<file path="config.mk">
export PLATFORM = sky130hd
export DESIGN_NAME = itm_timer
export DESIGN_NICKNAME = d
export VERILOG_FILES = /design/src/itm_pkg.sv /design/src/itm_calc.sv /design/src/itm_timer.sv
export SDC_FILE = /design/constraint.sdc
export NUM_CORES = 1
export LEC_CHECK = 0
export ABC_AREA = 1
export BUFFER_PORTS_ARGS = -buffer_cell sky130_fd_sc_hd__buf_2
export CAP_MARGIN = 0
export CORE_MARGIN = 4
export CORE_UTILIZATION = 25
export DETAILED_ROUTE_END_ITERATION = 8
export RECOVER_POWER = 100
export SETUP_SLACK_MARGIN = 0.4
export SYNTH_ARGS = -nofsm -noshare
export SYNTH_HDL_FRONTEND = slang
export SYNTH_SLANG_ARGS = --single-unit
</file>
<file path="constraint.sdc">
create_clock -name sys_clk -period 2.8 [get_ports sys_clk]
set_input_delay 0.42 -clock sys_clk [delete_from_list [all_inputs] [get_ports sys_clk]]
set_output_delay 0.42 -clock sys_clk [all_outputs]
set_load 0.03 [all_outputs]
</file>
<file path="src/itm_pkg.sv">
// constants and types for the instruction timing model
package itm_pkg;
    // clock period and time units in nanoseconds
    localparam int CLK_NS = 8;
    typedef logic [15:0] itm_ns_t;
    typedef logic [3:0]  itm_cyc_t;

    // instruction classes
    typedef enum logic [3:0] {
        ITM_ARITH   = 4'h0,  // add sub cmp bit bic bis xor
        ITM_COPY    = 4'h1,  // copy_operand
        ITM_SINGLE  = 4'h2,  // clear etc, rotate left, byte_swap
        ITM_SHR     = 4'h3,  // rotate_right_op, arith_right_shift
        ITM_SXT     = 4'h4,  // sign_extend
        ITM_PREV    = 4'h5,  // move_from/to_prev_space
        ITM_BRANCH  = 4'h6,
        ITM_LOOP    = 4'h7,  // loop_decrement_branch
        ITM_CTRL    = 4'h8,  // fixed-time control and trap group
        ITM_EXTINT  = 4'h9,  // extended_integer_option
        ITM_FLOAT   = 4'hA
    } itm_class_e;

    // operand specifier field layout
    localparam int SPEC_W    = 6;
    localparam int MODE_LSB  = 3;
    localparam int MODE_W    = 3;

    // address time per mode, ns
    localparam itm_ns_t ADR_NS [8] = '{16'd0, 16'd780, 16'd840, 16'd1740,
                                       16'd840, 16'd1740, 16'd1460, 16'd2360};
    localparam itm_ns_t DST_HI_NS [8] = '{16'd0, 16'd900, 16'd900, 16'd1800,
                                          16'd900, 16'd1800, 16'd1740, 16'd2640};
    localparam itm_cyc_t SRC_CYC [8] = '{4'h0, 4'h1, 4'h1, 4'h2, 4'h1, 4'h2, 4'h2, 4'h3};
    localparam itm_cyc_t DST_CYC [8] = '{4'h0, 4'h1, 4'h1, 4'h2, 4'h1, 4'h2, 4'h2, 4'h1};
    localparam itm_ns_t ODD_ADR_NS  = 16'd340;
    localparam itm_ns_t ODD_EF_NS   = 16'd480;
    localparam itm_ns_t BYTE_SHR_NS = 16'd140;

    localparam itm_ns_t EF_RR_NS    = 16'd990;
    localparam itm_ns_t EF_MR_NS    = 16'd1600;
    localparam itm_ns_t EF_SHR_NS   = 16'd1250;
    localparam itm_ns_t EF_SXT_NS   = 16'd900;
    localparam itm_cyc_t EF_BASIC_CYC = 4'h1;

    // copy execute/fetch, index by destination mode; dst 6/7 with src 0 use separate word and byte constants
    localparam itm_ns_t COPY_W_NS [8] = '{16'd1460, 16'd2420, 16'd2420, 16'd3180,
                                          16'd2420, 16'd3180, 16'd3180, 16'd4020};
    localparam itm_ns_t COPY_B_NS [8] = '{16'd1800, 16'd2560, 16'd2560, 16'd3320,
                                          16'd2560, 16'd3320, 16'd3320, 16'd4160};
    localparam itm_cyc_t COPY_CYC [8] = '{4'h0, 4'h2, 4'h2, 4'h3, 4'h2, 4'h3, 4'h3, 4'h4};
    localparam itm_ns_t COPY_RR_W_NS  = 16'd900;
    localparam itm_ns_t COPY_RR_B_NS  = 16'd1800;
    localparam itm_ns_t COPY_6R_W_NS  = 16'd2840;
    localparam itm_ns_t COPY_6R_B_NS  = 16'd2980;
    localparam itm_ns_t COPY_7R_W_NS  = 16'd3680;
    localparam itm_ns_t COPY_7R_B_NS  = 16'd3820;

    localparam itm_ns_t PREV_FROM_NS  = 16'd3740;
    localparam itm_ns_t PREV_TO_NS    = 16'd3680;
    localparam itm_cyc_t PREV_CYC     = 4'h2;

    localparam itm_ns_t BR_TAKEN_NS   = 16'd1760;
    localparam itm_ns_t BR_NOT_NS     = 16'd1400;
    localparam itm_ns_t LOOP_TAKEN_NS = 16'd2360;
    localparam itm_ns_t LOOP_NOT_NS   = 16'd2040;

    // control group selector codes
    localparam logic [2:0] CT_HALT = 3'h0, CT_RET = 3'h1, CT_MARK = 3'h2, CT_IRET = 3'h3,
                           CT_SETCC = 3'h4, CT_CLRCC = 3'h5, CT_WAIT = 3'h6, CT_TRAP = 3'h7;
    localparam itm_ns_t CTRL_NS [8] = '{16'd2420, 16'd2420, 16'd2560, 16'd2920,
                                        16'd1720, 16'd2020, 16'd2240, 16'd5800};
    localparam itm_cyc_t CTRL_CYC [8] = '{4'h1, 4'h2, 4'h2, 4'h3, 4'h1, 4'h1, 4'h1, 4'h5};
    localparam itm_ns_t HALT_POLL_NS  = 16'd440;
    localparam itm_ns_t WAIT_POLL_NS  = 16'd1120;

    // extended integer
    localparam itm_ns_t EI_SRC_NS [8] = '{16'd280, 16'd780, 16'd980, 16'd1740,
                                          16'd980, 16'd1740, 16'd1740, 16'd2640};
    localparam logic [2:0] EI_MUL = 3'h0, EI_DIV = 3'h1, EI_SHR = 3'h2, EI_SHL = 3'h3,
                           EI_DBL0 = 3'h4, EI_DBL = 3'h5;
    localparam itm_ns_t EI_EF_NS [6] = '{16'd8880, 16'd11300, 16'd2580, 16'd2780,
                                         16'd2780, 16'd3260};
    localparam itm_ns_t EI_SHIFT_NS   = 16'd300;

    // floating point
    localparam logic [1:0] FP_SUM = 2'h0, FP_DIFF = 2'h1, FP_PROD = 2'h2, FP_QUOT = 2'h3;
    localparam itm_ns_t FP_BASE_NS [4] = '{16'd18780, 16'd19080, 16'd29000, 16'd46720};
    localparam itm_ns_t FP_ALIGN_NS   = 16'd300;
    localparam itm_ns_t FP_NORM_NS    = 16'd340;
    localparam logic [4:0] FP_ALIGN_MAX = 5'd23;
    localparam logic [4:0] FP_NORM_MAX  = 5'd25;
    localparam itm_ns_t FP_IRQ_MAX_NS = 16'd20080;
    localparam itm_ns_t FP_NEAR_NS    = 16'd2000;

    // per memory cycle penalties
    localparam itm_ns_t MMU_CYC_NS    = 16'd150;
    localparam itm_ns_t BUS_SYNC_NS   = 16'd80;

    // latency limits
    localparam itm_ns_t SERVICE_NS    = 16'd5420;
    localparam itm_ns_t DMA_NS        = 16'd3500;
    localparam int SERVICE_CYC = SERVICE_NS / CLK_NS;
    localparam int DMA_CYC     = DMA_NS / CLK_NS;
    localparam int BUS_RESET_MS = 80;
    localparam int BUS_RESET_CYC = BUS_RESET_MS * 1000000 / CLK_NS;
endpackage : itm_pkg

</file>
<file path="src/itm_calc.sv">
// combinational instruction time and memory cycle calculator
module itm_calc (
    input  wire logic [3:0]  iclass,
    input  wire logic [5:0]  src_spec,
    input  wire logic [5:0]  dst_spec,
    input  wire logic        byte_op,
    input  wire logic        odd_byte,
    input  wire logic        hi_dst,
    input  wire logic [2:0]  sub_op,
    input  wire logic        taken,
    input  wire logic [4:0]  shifts_a,
    input  wire logic [4:0]  shifts_n,
    input  wire logic        mmu_fitted,
    input  wire logic        bus_sync,
    output logic      [15:0] time_ns,
    output logic      [3:0]  mem_cyc,
    output logic             illegal
);
    logic [2:0]  sm, dm;
    logic [15:0] src_t, dst_t, ef_t, base_t, pen_t;
    logic [3:0]  src_c, dst_c, ef_c;
    logic [4:0]  sa, sn;

    assign sm = src_spec[itm_pkg::MODE_LSB +: itm_pkg::MODE_W];
    assign dm = dst_spec[itm_pkg::MODE_LSB +: itm_pkg::MODE_W];
    assign sa = (shifts_a > itm_pkg::FP_ALIGN_MAX) ? itm_pkg::FP_ALIGN_MAX : shifts_a;
    assign sn = (shifts_n > itm_pkg::FP_NORM_MAX) ? itm_pkg::FP_NORM_MAX : shifts_n;

    assign src_t = itm_pkg::ADR_NS[sm] + ((odd_byte && sm != 3'h0) ? itm_pkg::ODD_ADR_NS : 16'h0000);
    assign src_c = itm_pkg::SRC_CYC[sm];
    assign dst_t = (hi_dst && sm == 3'h0 ? itm_pkg::DST_HI_NS[dm] : itm_pkg::ADR_NS[dm])
                 + ((odd_byte && dm != 3'h0) ? itm_pkg::ODD_ADR_NS : 16'h0000);
    assign dst_c = itm_pkg::DST_CYC[dm];

    always_comb begin
        ef_t    = 16'h0000;
        ef_c    = 4'h0;
        base_t  = 16'h0000;
        illegal = 1'b0;
        case (iclass)
            4'h0: begin
                ef_t   = (sm == 3'h0 && dm == 3'h0) ? itm_pkg::EF_RR_NS : itm_pkg::EF_MR_NS;
                ef_t   = ef_t + ((odd_byte && dm != 3'h0) ? itm_pkg::ODD_EF_NS : 16'h0000);
                ef_c   = itm_pkg::EF_BASIC_CYC;
                base_t = src_t + dst_t;
                ef_c   = ef_c + src_c + dst_c;
            end
            4'h1: begin
                if (dm == 3'h0 && sm == 3'h0)
                    ef_t = byte_op ? itm_pkg::COPY_RR_B_NS : itm_pkg::COPY_RR_W_NS;
                else if (dm == 3'h6 && sm == 3'h0)
                    ef_t = byte_op ? itm_pkg::COPY_6R_B_NS : itm_pkg::COPY_6R_W_NS;
                else if (dm == 3'h7 && sm == 3'h0)
                    ef_t = byte_op ? itm_pkg::COPY_7R_B_NS : itm_pkg::COPY_7R_W_NS;
                else
                    ef_t = byte_op ? itm_pkg::COPY_B_NS[dm] : itm_pkg::COPY_W_NS[dm];
                ef_c   = itm_pkg::COPY_CYC[dm] + src_c;
                base_t = src_t;
            end
            4'h2, 4'h3, 4'h4: begin
                ef_t = (iclass == 4'h3) ? itm_pkg::EF_SHR_NS :
                       (iclass == 4'h4) ? itm_pkg::EF_SXT_NS : itm_pkg::EF_RR_NS;
                if (dm != 3'h0)
                    ef_t = ef_t + itm_pkg::EF_MR_NS - itm_pkg::EF_RR_NS
                         + (odd_byte ? itm_pkg::ODD_EF_NS : 16'h0000);
                if (iclass == 4'h3 && byte_op)
                    ef_t = ef_t + itm_pkg::BYTE_SHR_NS;
                ef_c   = itm_pkg::EF_BASIC_CYC + dst_c;
                base_t = dst_t;
            end
            4'h5: begin
                illegal = !mmu_fitted;
                ef_t    = sub_op[0] ? itm_pkg::PREV_TO_NS : itm_pkg::PREV_FROM_NS;
                ef_c    = itm_pkg::PREV_CYC;
            end
            4'h6: begin
                ef_t = taken ? itm_pkg::BR_TAKEN_NS : itm_pkg::BR_NOT_NS;
                ef_c = itm_pkg::EF_BASIC_CYC;
            end
            4'h7: begin
                ef_t = taken ? itm_pkg::LOOP_TAKEN_NS : itm_pkg::LOOP_NOT_NS;
                ef_c = itm_pkg::EF_BASIC_CYC;
            end
            4'h8: begin
                ef_t = itm_pkg::CTRL_NS[sub_op];
                ef_c = itm_pkg::CTRL_CYC[sub_op];
            end
            4'h9: begin
                illegal = sub_op > itm_pkg::EI_DBL;
                ef_t    = illegal ? 16'h0000 : itm_pkg::EI_EF_NS[sub_op];
                if (sub_op == itm_pkg::EI_SHR || sub_op == itm_pkg::EI_SHL || sub_op == itm_pkg::EI_DBL)
                    ef_t = ef_t + 16'(itm_pkg::EI_SHIFT_NS * shifts_a);
                base_t = itm_pkg::EI_SRC_NS[sm];
                ef_c   = src_c;
            end
            4'hA: begin
                ef_t = itm_pkg::FP_BASE_NS[sub_op[1:0]];
                if (sub_op[1] == 1'b0)
                    ef_t = ef_t + 16'(itm_pkg::FP_ALIGN_NS * sa);
                if (sub_op[1:0] != itm_pkg::FP_PROD)
                    ef_t = ef_t + 16'(itm_pkg::FP_NORM_NS * sn);
            end
            default: illegal = 1'b1;
        endcase
    end

    // per memory cycle penalties on total cycle count
    assign pen_t = 16'((mmu_fitted ? itm_pkg::MMU_CYC_NS : 16'h0000) * ef_c)
                 + 16'((bus_sync ? itm_pkg::BUS_SYNC_NS : 16'h0000) * ef_c);
    assign time_ns = base_t + ef_t + pen_t;
    assign mem_cyc = ef_c;
endmodule : itm_calc

</file>
<file path="src/itm_timer.sv">
// instruction timing model: per-instruction timer with interrupt and dma handover
// Notes on behaviour
// - two-operand = src+dst+ef; copy drops dst; single = dst+ef; extended integer src+ef; others ef only
// - source address time per mode, odd bytes add 0.34 us
// - destination time per mode, higher values for arith with source mode 0
// - arith execute/fetch 0.99 or 1.60 us, odd memory byte adds 0.48
// - copy execute/fetch depends on modes, word and byte tables
// - single operand 0.99, right shifts 1.25, sign extend 0.90
// - byte right rotate and shift add 0.14 us
// - previous-space moves need memory management, 3.74 and 3.68 us
// - branch 1.76 taken 1.40 not; loop branch 2.36 and 2.04
// - halt 2.42 then polls console every 0.44 us; other fixed times
// - wait 2.24 then polls interrupt every 1.12 us; traps 5.80
// - memory management adds 0.15 us per memory cycle
// - standard bus sync adds 0.08 us per memory cycle
// - interrupts acknowledged only at instruction end, except floating point
// - acknowledge to service routine start at most 5.42 us
// - dma grant within 3.50 us of request
// - extended integer time is source plus execute
// - extended integer execute times with 0.30 us per shift
// - floating shift costs 0.30 align up to 23, 0.34 normalise up to 25
// - floating basic times 18.78, 19.08, 29.00, 46.72 us
// - floating op aborted by higher interrupt unless near end, 20.08 us max
// - operand specifiers are 3-bit mode plus 3-bit register
module itm_timer (
    input  wire logic        sys_clk,
    input  wire logic        arst_n,
    input  wire logic        start,
    input  wire logic [3:0]  iclass,
    input  wire logic [5:0]  src_spec,
    input  wire logic [5:0]  dst_spec,
    input  wire logic        byte_op,
    input  wire logic        odd_byte,
    input  wire logic        hi_dst,
    input  wire logic [2:0]  sub_op,
    input  wire logic        taken,
    input  wire logic [4:0]  shifts_a,
    input  wire logic [4:0]  shifts_n,
    input  wire logic        mmu_fitted,
    input  wire logic        bus_sync,
    input  wire logic        irq_pin,
    input  wire logic        irq_higher,
    input  wire logic        console_pin,
    input  wire logic        dma_pin,
    output logic             busy_ff,
    output logic             done_ff,
    output logic             illegal_ff,
    output logic      [3:0]  mem_cyc_ff,
    output logic             irq_ack_ff,
    output logic             service_ff,
    output logic             dma_grant_ff,
    output logic             abort_ff,
    output logic             console_ff
);
    typedef enum logic [4:0] {
        ITM_IDLE = 5'b00001,
        ITM_RUN  = 5'b00010,
        ITM_POLL = 5'b00100,
        ITM_SVC  = 5'b01000,
        ITM_HOLD = 5'b10000
    } itm_state_e;

    localparam logic [15:0] HALT_POLL_CYC = 16'(itm_pkg::HALT_POLL_NS / itm_pkg::CLK_NS);
    localparam logic [15:0] WAIT_POLL_CYC = 16'(itm_pkg::WAIT_POLL_NS / itm_pkg::CLK_NS);
    localparam logic [15:0] SVC_CYC       = 16'(itm_pkg::SERVICE_CYC);
    localparam logic [15:0] DMA_CYC       = 16'(itm_pkg::DMA_CYC);
    localparam logic [15:0] NEAR_CYC      = 16'(itm_pkg::FP_NEAR_NS / itm_pkg::CLK_NS);

    itm_state_e  state_ff, nxt_state;
    logic [15:0] cnt_ff, nxt_cnt;
    logic [15:0] dma_cnt_ff;
    logic [1:0]  irq_s_ff, con_s_ff, dma_s_ff;
    logic        is_halt_ff, is_float_ff, wait_ff;
    logic [15:0] calc_ns;
    logic [3:0]  calc_cyc;
    logic        calc_ill;
    logic [15:0] calc_cnt;
    logic        irq_now, con_now, dma_now, cnt_zero, fp_abort, poll_tick;

    itm_calc u_calc (
        .iclass     (iclass),
        .src_spec   (src_spec),
        .dst_spec   (dst_spec),
        .byte_op    (byte_op),
        .odd_byte   (odd_byte),
        .hi_dst     (hi_dst),
        .sub_op     (sub_op),
        .taken      (taken),
        .shifts_a   (shifts_a),
        .shifts_n   (shifts_n),
        .mmu_fitted (mmu_fitted),
        .bus_sync   (bus_sync),
        .time_ns    (calc_ns),
        .mem_cyc    (calc_cyc),
        .illegal    (calc_ill)
    );

    // pins pass two flops before use; only bit 1 is read
    always_ff @(posedge sys_clk or negedge arst_n) begin
        if (!arst_n) begin
            irq_s_ff <= 2'h0;
            con_s_ff <= 2'h0;
            dma_s_ff <= 2'h0;
        end else begin
            irq_s_ff <= {irq_s_ff[0], irq_pin};
            con_s_ff <= {con_s_ff[0], console_pin};
            dma_s_ff <= {dma_s_ff[0], dma_pin};
        end
    end

    assign irq_now   = irq_s_ff[1];
    assign con_now   = con_s_ff[1];
    assign dma_now   = dma_s_ff[1];
    // round down: instruction time is a typical figure, never less than one cycle
    assign calc_cnt  = (calc_ns < 16'(itm_pkg::CLK_NS)) ? 16'h0001 : 16'(calc_ns / itm_pkg::CLK_NS);
    assign cnt_zero  = cnt_ff == 16'h0000;
    assign poll_tick = cnt_zero;
    // abort unless near completion
    // float flag outlives the run; gate by state or service would re-abort
    assign fp_abort  = state_ff == ITM_RUN && is_float_ff && irq_now && irq_higher && cnt_ff > NEAR_CYC;

    always_comb begin
        nxt_state = state_ff;
        nxt_cnt   = cnt_ff;
        case (state_ff)
            ITM_IDLE: begin
                if (irq_now) begin
                    nxt_state = ITM_SVC;
                    nxt_cnt   = SVC_CYC - 16'h0001;
                end else if (start && !calc_ill) begin
                    nxt_state = ITM_RUN;
                    nxt_cnt   = calc_cnt - 16'h0001;
                end
            end
            ITM_RUN: begin
                if (fp_abort) begin
                    nxt_state = ITM_SVC;
                    nxt_cnt   = SVC_CYC - 16'h0001;
                end else if (!cnt_zero)
                    nxt_cnt = cnt_ff - 16'h0001;
                else if (is_halt_ff) begin
                    nxt_state = ITM_HOLD;
                    nxt_cnt   = HALT_POLL_CYC - 16'h0001;
                end else if (mem_cyc_ff == 4'h1 && state_ff == ITM_RUN && wait_ff) begin
                    nxt_state = ITM_POLL;
                    nxt_cnt   = WAIT_POLL_CYC - 16'h0001;
                end else
                    nxt_state = ITM_IDLE;
            end
            ITM_POLL: begin
                if (!cnt_zero)
                    nxt_cnt = cnt_ff - 16'h0001;
                else if (irq_now)
                    nxt_state = ITM_IDLE;
                else
                    nxt_cnt = WAIT_POLL_CYC - 16'h0001;
            end
            ITM_SVC: begin
                if (!cnt_zero)
                    nxt_cnt = cnt_ff - 16'h0001;
                else
                    nxt_state = ITM_IDLE;
            end
            ITM_HOLD: begin
                if (!cnt_zero)
                    nxt_cnt = cnt_ff - 16'h0001;
                else if (con_now)
                    nxt_state = ITM_IDLE;
                else
                    nxt_cnt = HALT_POLL_CYC - 16'h0001;
            end
            default: begin
                nxt_state = ITM_IDLE;
                nxt_cnt   = 16'h0000;
            end
        endcase
    end

    always_ff @(posedge sys_clk or negedge arst_n) begin
        if (!arst_n) begin
            state_ff    <= ITM_IDLE;
            cnt_ff      <= 16'h0000;
            is_halt_ff  <= 1'b0;
            is_float_ff <= 1'b0;
            wait_ff     <= 1'b0;
            mem_cyc_ff  <= 4'h0;
        end else begin
            state_ff <= nxt_state;
            cnt_ff   <= nxt_cnt;
            if (state_ff == ITM_IDLE && nxt_state == ITM_RUN) begin
                is_halt_ff  <= iclass == 4'h8 && sub_op == itm_pkg::CT_HALT;
                wait_ff     <= iclass == 4'h8 && sub_op == itm_pkg::CT_WAIT;
                is_float_ff <= iclass == 4'hA;
                mem_cyc_ff  <= calc_cyc;
            end
        end
    end

    // dma grant counter, bus handed over before limit
    always_ff @(posedge sys_clk or negedge arst_n) begin
        if (!arst_n) begin
            dma_cnt_ff   <= 16'h0000;
            dma_grant_ff <= 1'b0;
        end else begin
            dma_cnt_ff   <= dma_now && !dma_grant_ff ? dma_cnt_ff + 16'h0001 : 16'h0000;
            dma_grant_ff <= dma_now && (dma_grant_ff || dma_cnt_ff >= DMA_CYC - 16'h0002
                            || state_ff != ITM_RUN);
        end
    end

    // status outputs
    always_ff @(posedge sys_clk or negedge arst_n) begin
        if (!arst_n) begin
            busy_ff    <= 1'b0;
            done_ff    <= 1'b0;
            illegal_ff <= 1'b0;
            irq_ack_ff <= 1'b0;
            service_ff <= 1'b0;
            abort_ff   <= 1'b0;
            console_ff <= 1'b0;
        end else begin
            busy_ff    <= nxt_state != ITM_IDLE;
            // acknowledge only from idle or floating abort
            irq_ack_ff <= (state_ff == ITM_IDLE && irq_now) || fp_abort;
            done_ff    <= state_ff == ITM_RUN && nxt_state != ITM_RUN && !fp_abort;
            illegal_ff <= state_ff == ITM_IDLE && start && calc_ill && !irq_now;
            service_ff <= state_ff == ITM_SVC && cnt_zero;
            abort_ff   <= fp_abort;
            console_ff <= state_ff == ITM_HOLD;
        end
    end

    service_time_a: assert property (@(posedge sys_clk) disable iff (!arst_n)
        $rose(irq_ack_ff) |-> ##[1:700] service_ff)
        else $error("service start late");
    ack_at_end_a: assert property (@(posedge sys_clk) disable iff (!arst_n)
        (state_ff == ITM_RUN && !is_float_ff) |=> !irq_ack_ff)
        else $error("ack inside instruction");
    dma_grant_a: assert property (@(posedge sys_clk) disable iff (!arst_n)
        $rose(dma_s_ff[1]) |-> ##[1:437] (dma_grant_ff || !dma_s_ff[1]))
        else $error("dma grant late");
    fp_abort_a: assert property (@(posedge sys_clk) disable iff (!arst_n)
        abort_ff |-> irq_ack_ff)
        else $error("abort without ack");
    branch_time_a: assert property (@(posedge sys_clk) disable iff (!arst_n)
        (state_ff == ITM_IDLE && start && iclass == 4'h6 && taken && !mmu_fitted && !bus_sync && !irq_now)
        |=> cnt_ff == 16'd219)
        else $error("branch count wrong");
    prev_space_a: assert property (@(posedge sys_clk) disable iff (!arst_n)
        (state_ff == ITM_IDLE && start && iclass == 4'h5 && !mmu_fitted && !irq_now) |=> illegal_ff)
        else $error("prev space accepted");
    mmu_pen_a: assert property (@(posedge sys_clk) disable iff (!arst_n)
        (mmu_fitted && !bus_sync && calc_cyc != 4'h0) |-> calc_ns >= 16'(itm_pkg::MMU_CYC_NS))
        else $error("mmu penalty missing");
    wait_loop_a: assert property (@(posedge sys_clk) disable iff (!arst_n)
        (state_ff == ITM_POLL && !irq_now) |=> state_ff == ITM_POLL)
        else $error("wait left early");
endmodule : itm_timer

</file>
## Word level (Yosys, flattened, before mapping)

Memories as Yosys holds them, arrays and structs flattened.
Cells that the tools add are included.
Widths: inputs -> output; s select.

- Muxes and demuxes: 87
- Reductions and logical operators: 47
- Bitwise logic cells: 4
- Equality and inequality tests: 32
- Multipliers: 5
- Add/subtract/negate cells: 21
- Magnitude comparators: 10

Operators by type and width:

| cell | number |
|---|---|
| $mux 16 | 44 |
| $pmux 16 s9 | 1 |
| $add 16x16->16 | 8 |
| $pmux 16 s5 | 1 |
| $pmux 16 s4 | 1 |
| $mux 5 | 12 |
| $add 16x14->16 | 3 |
| $mul 7x5->12 const A | 3 |
| $mux 9 | 4 |
| $bmux 16 s2 | 1 |
| $mul 16x4->16 | 2 |
| $mux 4 | 8 |
| $mux 8 | 4 |
| $pmux 4 s7 | 1 |
| $logic_and 1x1->1 | 26 |
| $pmux 5 s5 | 1 |
| $mux 11 | 2 |
| $add 16x1->16 const B | 1 |
| $add 16x11->16 const B | 1 |
| $add 16x8->16 const B | 1 |
| $eq 4x3->1 const B | 4 |
| $ge 16x9->1 const B | 1 |
| $gt 16x8->1 const B | 1 |
| $logic_not 16->1 | 1 |
| other kinds (42) | 74 |

- Logic and storage cells: 236
- Register bits after elaboration: 58
- Bits of input ports: 42
- Memories: 12
- Bits in read-only memories: 1152

Memory list:

| memory | depth | width | read ports | clocked after Yosys merged registers in | write ports | line | source |
|---|---|---|---|---|---|---|---|
| (name not given) | 8 | 16 | 1 | 0 | 0 | itm_calc.sv:31 | `assign dst_t = (hi_dst && sm == 3'h0 ? itm_pkg::DST_HI_NS[dm] : itm_pkg::ADR_NS[dm])` |
| (name not given) | 8 | 16 | 1 | 0 | 0 | itm_calc.sv:90 | `ef_t = illegal ? 16'h0000 : itm_pkg::EI_EF_NS[sub_op];` |
| (name not given) | 8 | 16 | 1 | 0 | 0 | itm_calc.sv:29 | `assign src_t = itm_pkg::ADR_NS[sm] + ((odd_byte && sm != 3'h0) ? itm_pkg::ODD_ADR_NS : 16'h0000);` |
| (name not given) | 8 | 16 | 1 | 0 | 0 | itm_calc.sv:56 | `ef_t = byte_op ? itm_pkg::COPY_B_NS[dm] : itm_pkg::COPY_W_NS[dm];` |
| (name not given) | 8 | 16 | 1 | 0 | 0 | itm_calc.sv:56 |  |
| (name not given) | 8 | 16 | 1 | 0 | 0 | itm_calc.sv:93 | `base_t = itm_pkg::EI_SRC_NS[sm];` |
| +6 memories | -- | -- | -- | -- | -- | -- |  |

## Longest topological paths before layout

Gate-level depths: netlist (run 1).

- Depth in word-level cells: 19
- Mapped depth: 59
- Depth with buffers taken out: 59

## Modules after synthesis

A second synthesis (run 1) with hierarchy kept.

- Cell total of the unflattened synthesis: 1896
- Area, all modules: 12205.5 sq um

Modules (own cells, without submodules):

| module | cells each | sequential area each (sq um) | area each (sq um) | instances |
|---|---|---|---|---|
| itm_calc | 1397 | 0.0 | 8639.5 | 1 |
| itm_timer | 499 | 1452.6 | 3565.9 | 1 |

## Worst setup path before layout (run 1)

Ideal clock, no wire load.

- Path type: input-to-reg
- Start point: input shifts_a[3]
- End point: register cnt_ff[12]
- Cell stages on the path: 51
- Buffers on the path: 0
- Arrival: 8.169 ns
- Data required time: 2.683 ns
- Setup time: 0.117 ns
- Slack: -5.485 ns
- Cell sequence: inv_1 > ha_1 > a31o_2 > and2_1 > or2_2 > ha_1 > fa_1 > ha_1 > nand2_1 > a21boi_0 > xnor2_1 > inv_1 > ha_1 > nand2_1 > a21oi_1 > or2_2 > xnor2_1 > o21ai_0 > [15 not listed] > or2_0 > nand2_2 > nand3_4 > nor2_2 > nand3_2 > nand2_1 > inv_1 > ha_1 > nand3_1 > inv_1 > nand3_1 > nor3_2 > nand4_1 > or2_0 > nand3_1 > o21ai_0 > nand2_1 > nand2_1

- Cells in the longest elaborated chain, start to end: 17
- Elaborated cells on any way between the ends: 20

Ends and longest elaborated chain:

| element | line | source |
|---|---|---|
| from (decl) | itm_timer.sv:37 | `input wire logic [4:0] shifts_a,` |
| $gt 5x5->1 | itm_calc.sv:26 | `assign sa = (shifts_a > itm_pkg::FP_ALIGN_MAX) ? itm_pkg::FP_ALIGN_MAX : shifts_a;` |
| $mux 5 | itm_calc.sv:26 |  |
| $mul 7x5->12 | itm_calc.sv:99 | `ef_t = ef_t + 16'(itm_pkg::FP_ALIGN_NS * sa);` |
| $add 16x14->16 | itm_calc.sv:99 |  |
| $mux 16 | itm_calc.sv:98 | `if (sub_op[1] == 1'b0)` |
| $mux 16 | itm_calc.sv:40 | `case (iclass)` |
| $add 16x14->16 | itm_calc.sv:101 | `ef_t = ef_t + 16'(itm_pkg::FP_NORM_NS * sn);` |
| $mux 16 | itm_calc.sv:100 | `if (sub_op[1:0] != itm_pkg::FP_PROD)` |
| $pmux 16 s9 * | itm_calc.sv:40 |  |
| $add 16x16->16 * (2 in series) | itm_calc.sv:110 | `assign time_ns = base_t + ef_t + pen_t;` |
| $lt 16x4->1 | itm_timer.sv:115 | `assign calc_cnt = (calc_ns < 16'(itm_pkg::CLK_NS)) ? 16'h0001 : 16'(calc_ns / itm_pkg::CLK_NS);` |
| $mux 13 * | itm_timer.sv:115 |  |
| $sub 13x1->14 * | itm_timer.sv:132 | `nxt_cnt = calc_cnt - 16'h0001;` |
| $mux 16 * | itm_timer.sv:130 | `end else if (start && !calc_ill) begin` |
| $mux 16 * | itm_timer.sv:127 | `if (irq_now) begin` |
| $pmux 16 s5 * | itm_timer.sv:125 | `case (state_ff)` |
| to (signal assigned) | itm_timer.sv:189 | `cnt_ff <= nxt_cnt;` |
| to (decl) | itm_timer.sv:70 | `logic [15:0] cnt_ff, nxt_cnt;` |

Mark *: on every way between the ends. The rest lies on a longest branch, timed or not. The select of a mux whose other input is x is not followed.
A chain may end at the register's enable or synchronous reset.

## Worst setup path in the final report (run 1)

- Start point: input shifts_a[1]
- End point: register cnt_ff[0]

The elaborated chain is that of the path after synthesis.

==> flow_summary.toml, run 1 <==
[worst_setup_path]
cp-end-kind = "flop"
critical_path.startpoint_type = "input port"
worst_path_most_repeated_cell = "buf_4"
rrSetupSlack_ps = 250
worst-setup-path-type = "input port to flop"
worst-endpoint-arrival_ps = 7870
rr_worst_depth = 15
crit_fanout = 4
critPathRequiredTime_ps = 3060
critical_path_buf_inv_count = 14
worst_r2r_endpoint = "cnt_ff[15]"
critPathMaxStageDelay_ps = 550
cp_top_family = "adder cells"
cp_slowest_cell = "fa_1"
worst_r2r_startpoint = "cnt_ff[9]"

[floorplanning]
fp.dieArea_mm2 = 0.0486
core_area_mm2 = 0.0444
die_h_um = 220
initial_core_utilization_pct = 25.4
die_width_um = 220
ios = 54
placementRows = 77

[power_and_ir_drop]
p_total_mw = 11.0
leakagePower_nw = 8.84
worst_ir_drop_vdd_mv = 0.442
pwr_density_cell_mw_per_mm2 = 631

[yosys]
yosysWarningCount = 0
synthesis.area_per_instance_um2 = 6.74
synth_largest_area_cell = "ha_1"
synth.most_common_cell = "nand2_1"
netlist_instances = 1673
synth-async-reset-ratio_pct = 100
yosys_register_bits = 58
synth_top_area_share_pct = 19.7
yosys_most_used_dff = "dfrtp_1"
number_of_enable_flip_flop_cells_after_synthesis = 0
synth.cell_area_mm2 = 0.0113
yosys-top-cells-area = "ha_1 (20%), dfrtp_1 (13%), nand2_1 (11%)"
post_synth_num_cell_types = 70
syn-num-nets = 1933
synth_top_cells_by_count = "nand2_1 (320), inv_1 (291), nor2_1 (184)"
synth.yosys.seq_area_share_pct = 12.9

[layout]
combined_area_of_the_multi_input_logic_cells_mm2 = 0.00964
design.final.nets = 2457
filler_cells = 4549
syn2layout_area_growth_pct = 54.0
finalCoreUtilization_pct = 39.1
layout.area.seq_mm2 = 0.00145
final_cell_count_no_fill = 2794
antenna_cells = 0
drive_gt1_share_pct = 36.0
finish.instance_area_mm2 = 0.0174

[sta]
timing.final.crit_share_pct = 272
final_report_setup_violation_count = 13
rsz0062_at_grt = "yes"
final-hold-violation-count = 0
max-slew-margin-rel_pct = 9.18
tns_ps = -59120
worstMarginPinSlew_ps = 1360
slew_violations = 0
postLayoutSetupSlackWorst_ps = -4810
max_clock_freq_mhz = 131
fin_worst_hold_slack_ps = 190
clock-skew-final_ps = 6.13
finalCriticalPeriod_ps = 7610

[grt]
first_global_vias = 13027
grt_first_pass_wirelength_mm = 61.4
antenna_found_initial = 0
grt_start_max_net_pins = 25
grt_util_all_layers_pct = 15.2
gr_overflow_total = 0

[clock_network]
clk_transition_reported_paths_ps = 50
cts-htree-levels = 3
holdBufCountCts = 0
cts.path.max_buffers = 2
cts-buffers-inserted = 9
clock_sinks = 58
clkLatencyLatePin_ps = 330
tritoncts = "done"
cts.root.buffer_cell = "clkbuf_16"

[route]
detail_route.vias_per_cell = 4.61
wire_per_inst_um = 13.5
drt_drc_violations_left = 0
drt_iter0_markers = 516
first_pass_iters = 5
ant_nets = 0
vias = 12889
wl_mm = 37.7

[status]
violations = "setup timing"
outcome = "complete, but fails checks"

[place]
gp_congestion = 0.951
dpl.hpwl_mm = 31.1
numPlacedInstances = 2706
portBuffers = 47
pre_cts_ws_ps = -5530
placement.cell_area_mm2 = 0.0156

[min_path]
worst_hold_path_ep = "irq_s_ff[0]"
worstHoldPathType = "input port to flop"
hp-start = "irq_pin"
hold_path_depth = 1

[run]
maxCapViolations = 0
## flip-flops by register name (all words and copies together), names as in the netlist, 2 cells and up
name,cells
cnt_ff,16
mem_cyc_ff,4
state_ff,5
irq_s_ff,2
dma_cnt_ff,16
con_s_ff,2
dma_s_ff,2
## layout make-up
class / count / share of cell area, %
Inverter: 304 / 6.76
Timing Repair Buffer: 538 / 23.2
Clock inverter: 7 / 0.591
Sequential cell: 58 / 8.37
Tap cell: 592 / 4.27
Multi-Input combinational cell: 1286 / 55.5
Clock buffer: 9 / 1.30
## power breakdown
group	internal, mW	switching (mW)	leakage (nW)	total, mW
combinational	4.17	4.52	7.91	8.69
sequential	0.971	0.110	0.774	1.08
clock	0.785	0.398	0.156	1.18
## worst max-delay path by stage
stage            endpoint  cells past startpoint        start  slack (ps)
6_report        cnt_ff[0]                     52  shifts_a[1]       -4810
5_1_grt        cnt_ff[12]                     54  shifts_a[1]       -5230
4_1_cts        cnt_ff[12]                     55  shifts_a[3]       -4700
3_5_place_dp   cnt_ff[12]                     54  shifts_a[3]       -5530
3_3_place_gp   cnt_ff[12]                     54  shifts_a[3]       -5420
2_1_floorplan  cnt_ff[12]                     49  shifts_a[1]       -4880
## timing repair
action                                  4_1_cts  5_1_grt
setup buffers                                57       15
endpoints found under the setup margin       20       27
hold endpoints to repair                      0        0
gates resized for setup                     151       93
pin swaps                                   115       68
## placed cells by master (no fill, tap or decap), drive strengths merged, types with 16 or more instances in the layout
cell	count
xor2	48
o211ai	16
xnor2	25
clkbuf	25
nand3	67
nand2	326
o21ai	108
nor3	27
or2	20
a21oi	113
inv	301
ha	178
fa	40
buf	522
nor2	197
dfrtp	57
## cells by family after synthesis
kind of cell	Yosys count	synth area share, %
adder cells (fa/ha/maj)	218	26.8
XOR/XNOR	73	5.97
AO/OA/AOI/OAI	323	17.3
AND/OR/NAND/NOR	672	25.7
flip-flops	58	12.9
buffers and inverters	329	11.3
## per-layer routing
metal / routed length, um / vias to the layer above / global-route usage (%) / part of all wire (%)
met5: 0 / - / 0 / 0
met4: 962 / 0 / 4.44 / 2.6
met3: 1470 / 61 / 1.14 / 3.9
li1: - / 6547 / - / -
met2: 18100 / 263 / 26.6 / 48
met1: 17200 / 6018 / 20.1 / 46
Power figures use the tool's default switching activity.
==> run 2: changes to the inputs <==
Settings changed: ABC_AREA 1 to 0, SYNTH_HIERARCHICAL set to 1.
==> run 2 against run 1 <==
Net effect: the flow still finishes with violations (setup timing); sequential power up 7%; register-to-register slack better by 70 ps; non-clock buffer count down 34; flip-flop and latch count unchanged; sequential share of layout area up 0.34 points; clock power about the same; cell count down 11%.
==> flow_summary.toml, run 2 <==
[status]
outcome = "complete, but fails checks"
violations = "setup timing"

[clock_network]
cts.path.max_buffers = 2
cts-htree-levels = 3
clkLatencyLatePin_ps = 330
clock_sinks = 58
cts-buffers-inserted = 9
clk_transition_reported_paths_ps = 50
cts.root.buffer_cell = "clkbuf_16"
tritoncts = "done"

[layout]
finish.instance_area_mm2 = 0.0167
design.final.nets = 2162
filler_cells = 4506
antenna_cells = 0
biggest_regs = "cnt_ff x16, dma_cnt_ff x16, state_ff x5"
syn2layout_area_growth_pct = 48.0
mostFrequentLayoutCell = "buf_4"
finalCoreUtilization_pct = 37.6
drive_gt1_share_pct = 33.7
final_cell_mix = "buf_4 (430), ha_1 (156), nor2_1 (117), nand2_1 (117), inv_1 (114)"
final_cell_count_no_fill = 2498

[run]
maxCapViolations = 0

[sta]
clock-skew-final_ps = 5.71
slew_violations = 0
tns_ps = -79660
finalCriticalPeriod_ps = 9260
worstMarginPinSlew_ps = 1300
max-slew-margin-rel_pct = 13.3
rsz0062_at_grt = "yes"
final-hold-violation-count = 0
timing.final.crit_share_pct = 331
postLayoutSetupSlackWorst_ps = -6460
final_report_setup_violation_count = 13
max_clock_freq_mhz = 108

[grt]
first_global_vias = 12398
grt_first_pass_wirelength_mm = 61.9
grt_start_max_net_pins = 53
grt_util_all_layers_pct = 15.5
gr_overflow_total = 0
antenna_found_initial = 1

[route]
drt_iter0_markers = 609
wire_per_inst_um = 15.2
detail_route.vias_per_cell = 4.87
vias = 12155
wl_mm = 38.1
drt_drc_violations_left = 0
first_pass_iters = 5
ant_nets = 0

[yosys]
yosysWarningCount = 6
syn-num-nets = 1694
netlist_instances = 1433
synth.cell_area_mm2 = 0.0113
synthesis.area_per_instance_um2 = 7.87

[floorplanning]
initial_core_utilization_pct = 25.4
die_width_um = 220
die_h_um = 220
ios = 54
core_area_mm2 = 0.0444
fp.dieArea_mm2 = 0.0486
placementRows = 77

[worst_setup_path]
worst-endpoint-arrival_ps = 9480
worst-setup-path-type = "input port to flop"
cp-end-kind = "flop"
critical_path.startpoint_type = "input port"
worst_path_most_repeated_cell = "ha_4"
crit_fanout = 4
cp_slowest_cell = "fa_1"
critPathRequiredTime_ps = 3020
critPathMaxStageDelay_ps = 560
rrSetupSlack_ps = 320

[power_and_ir_drop]
leakagePower_nw = 8.14
p_total_mw = 10.9
worst_ir_drop_vdd_mv = 0.345
pwr_density_cell_mw_per_mm2 = 654

[place]
dpl.hpwl_mm = 31.6
placement.cell_area_mm2 = 0.0156
portBuffers = 47
numPlacedInstances = 2443
gp_congestion = 0.932

[min_path]
worstHoldPathType = "input port to flop"
run 2: layer usage:
metal | wire length (um) | track usage [%] | part of all wire [%]
met2 | 18800 | 27.5 | 49
met5 | 0 | 0 | 0
met4 | 867 | 3.64 | 2.3
met1 | 17000 | 20.2 | 45
met3 | 1390 | 1.48 | 3.6
run 2: worst max-delay path, delay by kind of cell:
family / cells / cell delay (ps)
AO/OA/AOI/OAI: 16 / 2750
buffers and inverters: 6 / 510
adder cells (fa/ha/maj): 12 / 4060
XOR/XNOR: 5 / 780
AND/OR/NAND/NOR: 5 / 970
run 2: where the power goes:
| part | switching, mW | internal (mW) |
|---|---|---|
| registers | 0.186 | 0.973 |
| clock network | 0.416 | 0.785 |
| logic | 4.27 | 4.28 |
run 2: worst paths after layout:
kind                             startpoint          end  cells after the start
min in group asynchronous            arst_n  dma_s_ff[1]                      2
worst min-delay path                dma_pin  dma_s_ff[0]                      1
max in group asynchronous            arst_n    cnt_ff[9]                      3
worst max-delay path            shifts_a[3]    cnt_ff[8]                     44
worst min register to register  con_s_ff[0]  con_s_ff[1]                      0
worst max register to register    cnt_ff[0]    cnt_ff[6]                      8
run 2: final cells by class:
| cell class | count | area [um^2] | area share [%] |
|---|---|---|---|
| inverter | 128 | 518 | 3.10 |
| clock inverter | 7 | 101 | 0.607 |
| clock buffer | 9 | 225 | 1.35 |
| sequential | 58 | 1450 | 8.71 |
| timing repair buffer | 504 | 3750 | 22.5 |
| tap | 592 | 741 | 4.44 |
| multi-input combinational | 1200 | 9900 | 59.3 |
run 2: what timing repair did:
item / CTS / global route
setup buffers: 22 / 16
endpoints found under the hold margin: 6 / 0
pin swaps: 80 / 62
hold buffers: 1 / 0
setup endpoints to repair: 15 / 27
gates resized for setup: 69 / 59
run 2: metrics by stage:
stage	hold slack, ps	worst slack (ps)
3_3_place_gp	252	-6700
6_report	194	-6460
3_5_place_dp	257	-6900
2_1_floorplan	124	-6240
4_1_cts	181	-6360
5_1_grt	181	-6800
